`src/pdc_pkg.sv`:
```
// Constants and types shared by the device capability and control register bank.
package pdc_pkg;
  typedef logic [11:0] pdc_addr_t;
  typedef logic [2:0] pdc_mps_t;

  localparam pdc_addr_t DEV_CAP_OFS = 12'h0C4;
  localparam pdc_addr_t DEV_CTL_OFS = 12'h0C8;

  localparam int CAP_MPS_LSB = 0;
  localparam int CAP_PHANTOM_LSB = 3;
  localparam int CAP_EXT_TAG_BIT = 5;
  localparam int CAP_L0S_LSB = 6;
  localparam int CAP_L1_LSB = 9;
  localparam int CAP_RBER_BIT = 15;
  localparam int CAP_SPL_VAL_LSB = 18;
  localparam int CAP_SPL_SCL_LSB = 26;

  localparam int CTL_ERR_EN_LSB = 0;
  localparam int CTL_MPS_LSB = 5;
  localparam int CTL_AUX_PM_BIT = 10;
  localparam int STS_ERR_LSB = 16;
  localparam int STS_AUX_DET_BIT = 20;

  localparam pdc_mps_t MPS_SUP_SMALL = 3'h1;
  localparam pdc_mps_t MPS_SUP_LARGE = 3'h2;
  localparam pdc_mps_t CTL_MPS_RST = 3'h0;
  localparam logic RBER_RST = 1'b1;
  localparam logic [3:0] ERR_EN_RST = 4'h0;
  localparam logic [3:0] ERR_DET_RST = 4'h0;
  localparam logic [7:0] SPL_VAL_RST = 8'h00;
  localparam logic [1:0] SPL_SCL_RST = 2'h0;
  localparam logic AUX_PM_RST = 1'b0;

  // Edges after reset release before the synchronised strap is trusted.
  localparam logic [1:0] STRAP_SETTLE = 2'h3;
endpackage : pdc_pkg

```
`src/pdc_reg_if.sv`:
```
// Register access strobes passed from the APB front end to the register bank.
`timescale 1ns/1ps
interface pdc_reg_if;
  logic wr_stb;
  pdc_pkg::pdc_addr_t addr;
  logic [31:0] wdata;
  logic [31:0] rdata;
  logic hit;

  modport front (output wr_stb, output addr, output wdata, input rdata, input hit);
  modport bank (input wr_stb, input addr, input wdata, output rdata, output hit);
endinterface : pdc_reg_if

```
`src/pdc_apb_slave.sv`:
```
// APB slave front end with one wait state and registered answers.
`timescale 1ns/1ps
module pdc_apb_slave (
  input wire logic pclk,
  input wire logic presetn,
  input wire logic psel,
  input wire logic penable,
  input wire logic pwrite,
  input wire pdc_pkg::pdc_addr_t paddr,
  input wire logic [31:0] pwdata,
  output logic [31:0] prdata,
  output logic pready,
  output logic pslverr,
  pdc_reg_if.front bus
);
  import pdc_pkg::*;

  logic access;
  logic pready_reg;
  logic pready_next;
  logic pslverr_reg;
  logic pslverr_next;
  logic [31:0] prdata_reg;
  logic [31:0] prdata_next;

  assign access = psel & penable;
  assign bus.addr = paddr;
  assign bus.wdata = pwdata;
  // Writes land only on the edge where the master samples pready high.
  assign bus.wr_stb = access & pready_reg & pwrite & bus.hit;

  always_comb begin
    pready_next = access & ~pready_reg;
    pslverr_next = access & ~pready_reg & ~bus.hit;
    prdata_next = (access & ~pready_reg & ~pwrite) ? bus.rdata : 32'h0000_0000;
  end

  always_ff @(posedge pclk or negedge presetn) begin
    if (!presetn) begin
      pready_reg <= 1'b0;
      pslverr_reg <= 1'b0;
      prdata_reg <= 32'h0000_0000;
    end else begin
      pready_reg <= pready_next;
      pslverr_reg <= pslverr_next;
      prdata_reg <= prdata_next;
    end
  end

  assign pready = pready_reg;
  assign pslverr = pslverr_reg;
  assign prdata = prdata_reg;
endmodule : pdc_apb_slave

```
`src/pdc_regs.sv`:
```
// Device capability, control and status register bank of one switch port.
`timescale 1ns/1ps
module pdc_regs #(
  parameter bit IS_UPSTREAM = 1'b1
) (
  input wire logic pclk,
  input wire logic presetn,
  input wire logic aux_rstn,
  input wire logic psel,
  input wire logic penable,
  input wire logic pwrite,
  input wire pdc_pkg::pdc_addr_t paddr,
  input wire logic [31:0] pwdata,
  output logic [31:0] prdata,
  output logic pready,
  output logic pslverr,
  input wire logic large_payload_strap,
  input wire logic aux_power_present,
  input wire logic load_valid,
  input wire pdc_pkg::pdc_mps_t load_mps_sup,
  input wire logic load_rber,
  input wire logic spl_valid,
  input wire logic [7:0] spl_value,
  input wire logic [1:0] spl_scale,
  input wire logic [3:0] err_event,
  output logic [3:0] err_report_en,
  output pdc_pkg::pdc_mps_t max_payload,
  output logic aux_pm_en,
  output logic [7:0] slot_power_value,
  output logic [1:0] slot_power_scale,
  output logic [3:0] err_detected
);
  import pdc_pkg::*;

  pdc_reg_if bus ();

  pdc_apb_slave u_apb (
    .pclk(pclk),
    .presetn(presetn),
    .psel(psel),
    .penable(penable),
    .pwrite(pwrite),
    .paddr(paddr),
    .pwdata(pwdata),
    .prdata(prdata),
    .pready(pready),
    .pslverr(pslverr),
    .bus(bus)
  );

  logic strap_meta_reg;
  logic strap_sync_reg;
  logic auxdet_meta_reg;
  logic auxdet_sync_reg;
  logic [1:0] settle_reg;
  logic [1:0] settle_next;
  logic settle_done;
  pdc_mps_t mps_sup_reg;
  pdc_mps_t mps_sup_next;
  logic rber_reg;
  logic rber_next;
  logic [7:0] spl_val_reg;
  logic [7:0] spl_val_next;
  logic [1:0] spl_scl_reg;
  logic [1:0] spl_scl_next;
  logic [3:0] err_en_reg;
  logic [3:0] err_en_next;
  pdc_mps_t ctl_mps_reg;
  pdc_mps_t ctl_mps_next;
  logic [3:0] err_det_reg;
  logic [3:0] err_det_next;
  logic aux_pm_reg;
  logic aux_pm_next;
  logic wr_ctl;
  pdc_mps_t wr_mps;
  logic [3:0] wr_err_en;
  logic [3:0] wr_err_clr;
  logic wr_aux_pm;
  logic [31:0] cap_word;
  logic [31:0] ctl_word;

  // Both pins come from outside the clock domain.
  always_ff @(posedge pclk or negedge presetn) begin
    if (!presetn) begin
      strap_meta_reg <= 1'b0;
      strap_sync_reg <= 1'b0;
      auxdet_meta_reg <= 1'b0;
      auxdet_sync_reg <= 1'b0;
    end else begin
      strap_meta_reg <= large_payload_strap;
      strap_sync_reg <= strap_meta_reg;
      auxdet_meta_reg <= aux_power_present;
      auxdet_sync_reg <= auxdet_meta_reg;
    end
  end

  assign settle_done = (settle_reg == STRAP_SETTLE);
  assign wr_ctl = bus.wr_stb && (bus.addr == DEV_CTL_OFS);
  assign wr_mps = bus.wdata[CTL_MPS_LSB +: 3];
  assign wr_err_en = bus.wdata[CTL_ERR_EN_LSB +: 4];
  assign wr_err_clr = bus.wdata[STS_ERR_LSB +: 4];
  assign wr_aux_pm = bus.wdata[CTL_AUX_PM_BIT];

  // Capability defaults: the strap is followed until the settle count completes, and a load wins at any time, even while settling.
  always_comb begin
    settle_next = settle_done ? settle_reg : settle_reg + 2'h1;
    mps_sup_next = mps_sup_reg;
    rber_next = rber_reg;
    if (!settle_done) begin
      mps_sup_next = strap_sync_reg ? MPS_SUP_LARGE : MPS_SUP_SMALL;
    end
    if (load_valid) begin
      mps_sup_next = load_mps_sup;
      rber_next = load_rber;
    end
  end

  always_ff @(posedge pclk or negedge presetn) begin
    if (!presetn) begin
      settle_reg <= 2'h0;
      mps_sup_reg <= MPS_SUP_SMALL;
      rber_reg <= RBER_RST;
    end else begin
      settle_reg <= settle_next;
      mps_sup_reg <= mps_sup_next;
      rber_reg <= rber_next;
    end
  end

  // Slot power limit is captured only on the upstream port.
  always_comb begin
    spl_val_next = spl_val_reg;
    spl_scl_next = spl_scl_reg;
    if (IS_UPSTREAM && spl_valid) begin
      spl_val_next = spl_value;
      spl_scl_next = spl_scale;
    end
  end

  always_ff @(posedge pclk or negedge presetn) begin
    if (!presetn) begin
      spl_val_reg <= SPL_VAL_RST;
      spl_scl_reg <= SPL_SCL_RST;
    end else begin
      spl_val_reg <= spl_val_next;
      spl_scl_reg <= spl_scl_next;
    end
  end

  // Control writes and the detected-error flags; a new error beats a clear in the same cycle.
  always_comb begin
    err_en_next = err_en_reg;
    ctl_mps_next = ctl_mps_reg;
    err_det_next = err_det_reg;
    if (wr_ctl) begin
      err_en_next = wr_err_en;
      ctl_mps_next = (wr_mps > mps_sup_reg) ? mps_sup_reg : wr_mps;
      err_det_next = err_det_reg & ~wr_err_clr;
    end
    err_det_next = err_det_next | err_event;
  end

  always_ff @(posedge pclk or negedge presetn) begin
    if (!presetn) begin
      err_en_reg <= ERR_EN_RST;
      ctl_mps_reg <= CTL_MPS_RST;
      err_det_reg <= ERR_DET_RST;
    end else begin
      err_en_reg <= err_en_next;
      ctl_mps_reg <= ctl_mps_next;
      err_det_reg <= err_det_next;
    end
  end

  // The aux power enable survives a port reset and clears only on the aux reset.
  always_comb begin
    aux_pm_next = wr_ctl ? wr_aux_pm : aux_pm_reg;
  end

  always_ff @(posedge pclk or negedge aux_rstn) begin
    if (!aux_rstn) begin
      aux_pm_reg <= AUX_PM_RST;
    end else begin
      aux_pm_reg <= aux_pm_next;
    end
  end

  // Read views; every unlisted bit is constant zero and no write reaches it.
  always_comb begin
    cap_word = 32'h0000_0000;
    cap_word[CAP_MPS_LSB +: 3] = mps_sup_reg;
    cap_word[CAP_RBER_BIT] = rber_reg;
    cap_word[CAP_SPL_VAL_LSB +: 8] = spl_val_reg;
    cap_word[CAP_SPL_SCL_LSB +: 2] = spl_scl_reg;
    ctl_word = 32'h0000_0000;
    ctl_word[CTL_ERR_EN_LSB +: 4] = err_en_reg;
    ctl_word[CTL_MPS_LSB +: 3] = ctl_mps_reg;
    ctl_word[CTL_AUX_PM_BIT] = aux_pm_reg;
    ctl_word[STS_ERR_LSB +: 4] = err_det_reg;
    ctl_word[STS_AUX_DET_BIT] = auxdet_sync_reg;
  end

  assign bus.hit = (bus.addr == DEV_CAP_OFS) || (bus.addr == DEV_CTL_OFS);
  assign bus.rdata = (bus.addr == DEV_CAP_OFS) ? cap_word : ((bus.addr == DEV_CTL_OFS) ? ctl_word : 32'h0000_0000);

  assign err_report_en = err_en_reg;
  assign max_payload = ctl_mps_reg;
  assign aux_pm_en = aux_pm_reg;
  assign slot_power_value = spl_val_reg;
  assign slot_power_scale = spl_scl_reg;
  assign err_detected = err_det_reg;

  logic rd_cap_done;
  logic rd_ctl_done;
  assign rd_cap_done = psel && penable && pready && !pwrite && (paddr == DEV_CAP_OFS);
  assign rd_ctl_done = psel && penable && pready && !pwrite && (paddr == DEV_CTL_OFS);
endmodule : pdc_regs

```
`config.mk`:
```
export PLATFORM = sky130hd
export DESIGN_NAME = pdc_regs
export DESIGN_NICKNAME = d
export VERILOG_FILES = /design/src/pdc_pkg.sv /design/src/pdc_reg_if.sv /design/src/pdc_apb_slave.sv /design/src/pdc_regs.sv
export SDC_FILE = /design/constraint.sdc
export NUM_CORES = 1
export LEC_CHECK = 0
export BUFFER_PORTS_ARGS = -buffer_cell sky130_fd_sc_hd__buf_2
export CAP_MARGIN = 20
export CORE_MARGIN = 8
export CORE_UTILIZATION = 35
export CTS_CLUSTER_DIAMETER = 100
export DETAILED_ROUTE_END_ITERATION = 12
export HOLD_SLACK_MARGIN = 0.15
export PLACE_DENSITY_LB_ADDON = 0.1
export SYNTH_ARGS = -nofsm -noshare
export SYNTH_HDL_FRONTEND = slang
export SYNTH_HIERARCHICAL = 1
export SYNTH_SLANG_ARGS = --single-unit
```
`constraint.sdc`:
```
create_clock -name pclk -period 1.63 [get_ports pclk]
set_input_delay 0.489 -clock pclk [delete_from_list [all_inputs] [get_ports pclk]]
set_output_delay 0.489 -clock pclk [all_outputs]
set_load 0.005 [all_outputs]
```
==> impl_metrics.csv <==
group,metric,value,unit
setup_path,crit_path_start_kind,"primary input",
route,wire_per_inst,14.7,um
setup_path,crit_type,"in2reg",
floorplanning,die_w,107,um
grt,grt_overflow,0,
route,drtAntennaViolNets,0,
sta,rsz0062_at_grt,"yes",
grt,antenna_found_initial,0,
grt,first_global_vias,2081,
pwr,p_per_area,880,nW/um2
route,vias,1932,
grt,grt_usage,12.7,%
layout,postLayoutCellArea,3890,um2
pwr,ir_drop,0.431,mV
setup_path,worstSetupEndpointType,"flip-flop",
route,vias_per_cell,4.21,
layout,nets,425,
place,place_congestion,0.736,
place,place_area,3480,um2
layout,areaGrowthSynthToFinish,35.7,%
place,hpwl,4.59,mm
clocking,cts.sinks,66,
flow_run,drv_cap,0,
layout,drive_gt1_share,56.2,%
clocking,clk_latency,0.35,ns
outcome,status,"complete, but fails checks",
clocking,cts.path.max_buffers,2,
setup_path,cp_data_required_time,1.86,ns
clocking,cts_root_buffer,"clkbuf_8",
sta,fin_worst_skew,0.00940,ns
setup_path,worstPathMaxFanout,5,
yosys,syn_inst,226,
route,drc,0,
place,portBuffers,107,
floorplanning,dieArea,11300,um2
sta,setup_ws,-0.984,ns
floorplanning,ios,128,
outcome,violations,"negative setup slack",
floorplanning,start_util,35.4,%
pwr,total_leakage_power,2.08,nW
sta,post-route-period-util,160,%
layout,nFillCells,793,
clocking,cts_tree,"built",
clocking,cts-buffers-inserted,9,
grt,grt_max_degree,66,
clocking,h-tree-depth,3,
setup_path,crit_arrival,2.84,ns
sta,setup_viol,34,
layout,final_cell_count_no_fill,459,
route,drtPass1Iterations,4,
route,routed_wl,6.76,mm
place,dp_cells,434,
route,dr.first_iter.drc_count,43,
worst_hold_path,min_path_type,"in2async",
yosys,syn_area,2870,um2
clocking,clk_pin_slew,0.07,ns
layout,final_core_util,48.1,%
yosys,synth.avg_cell_area,12.7,um2
floorplanning,row_count,33,
sta,max_freq,383,MHz
layout,largest_register_ff_count,32,
yosys,ys_warn_count,6,
layout,antenna_cells,0,
floorplanning,die_h,107,um
sta,fin_crit,2.61,ns
sta,hold_viol,0,
sta,slew_violations,0,
floorplanning,core_area,8090,um2
grt,grt_pass1_wl,10.9,mm
-- per-layer routing --
metal	up-vias	wire length (um)	GRT usage (%)
li1	961	-	-
met1	894	2910	15.4
met2	70	3280	19.1
met3	7	470	5.14
met4	0	99	6.03
met5	-	0	0
-- repair_timing --
action	CTS	global route
setup endpoints to repair	34	34
pin swaps	10	2
endpoints found under the hold margin	1	0
hold buffers	1	0
buffers inserted	5	1
resized for setup	30	5
gates cloned	3	0
-- worst paths after layout --
kind	start	to	slack (ns)	depth (start not counted)
max	paddr[0]	err_report_en[3]$_DFFE_PN0N_	-0.98	11
max reg2reg	mps_sup_reg[2]$_DFFE_PN0P_	max_payload[0]$_DFFE_PN0N_	-0.02	6
min	presetn	u_apb/prdata[0]$_DFF_PN0_	0.14	2
min reg2reg	strap_meta_reg$_DFF_PN0_	strap_sync_reg$_DFF_PN0_	0.35	0
max in group asynchronous	aux_rstn	aux_pm_en$_DFFE_PN0N_	1.09	2
min in group pclk	large_payload_strap	strap_meta_reg$_DFF_PN0_	0.25	1
-- final cells by class --
type | count | area [um2] | share of cell area [%]
Sequential cell | 66 | 1650 | 42.5
Multi-Input combinational cell | 133 | 1080 | 27.8
Timing Repair Buffer | 134 | 802 | 20.6
Clock buffer | 10 | 138 | 3.54
Tap cell | 105 | 131 | 3.38
Clock inverter | 6 | 65.1 | 1.67
Inverter | 5 | 18.8 | 0.483
-- power breakdown --
group	switching [W]	internal (W)
clock network	0.000655	0.000750
registers	0.0000279	0.00169
logic	0.000141	0.000161
total	0.000824	0.00260
-- stage by stage --
step / setup TNS [ns] / hold WS [ns] / setup WS (ns) / power, W
3_3_place_gp: -29.67 / 0.274 / -1.37 / 0.00205
5_1_grt: -21.44 / 0.161 / -1.09 / 0.00361
3_5_place_dp: -31.22 / 0.275 / -1.45 / 0.00205
2_1_floorplan: -30.07 / 0.193 / -1.48 / 0.00189
6_report: -19.06 / 0.139 / -0.984 / 0.00342
4_1_cts: -19.64 / 0.160 / -1.02 / 0.00347
-- worst max-delay path, stage by stage --
cell and delay, ns:
buf_6 0.09, or4_4 0.52, or3_4 0.41, nor3b_4 0.22, or2_4 0.15, nand3_2 0.05, nor2_1 0.09, nand3b_1 0.12
nor4_4 0.21, buf_6 0.19, mux2_4 0.30
-- placed cells by master, fill, tap and decap left out, types with 2 or more instances in the layout --
master,count
conb_1,11
buf_4,17
dfrtp_1,64
dfstp_2,2
a31oi_1,3
o21ai_0,7
nor3b_4,2
nor2_1,4
clkbuf_8,10
mux2_4,5
clkinv_2,2
mux2i_1,2
buf_6,7
and2_2,6
mux2_2,12
buf_12,2
a21o_1,4
buf_2,106
and2_4,3
nand2_2,3
ha_1,4
and2_1,38
or3_1,2
a22o_4,6
nand2_1,6
inv_1,5
Note: power is estimated with default switching activity, not from simulation.
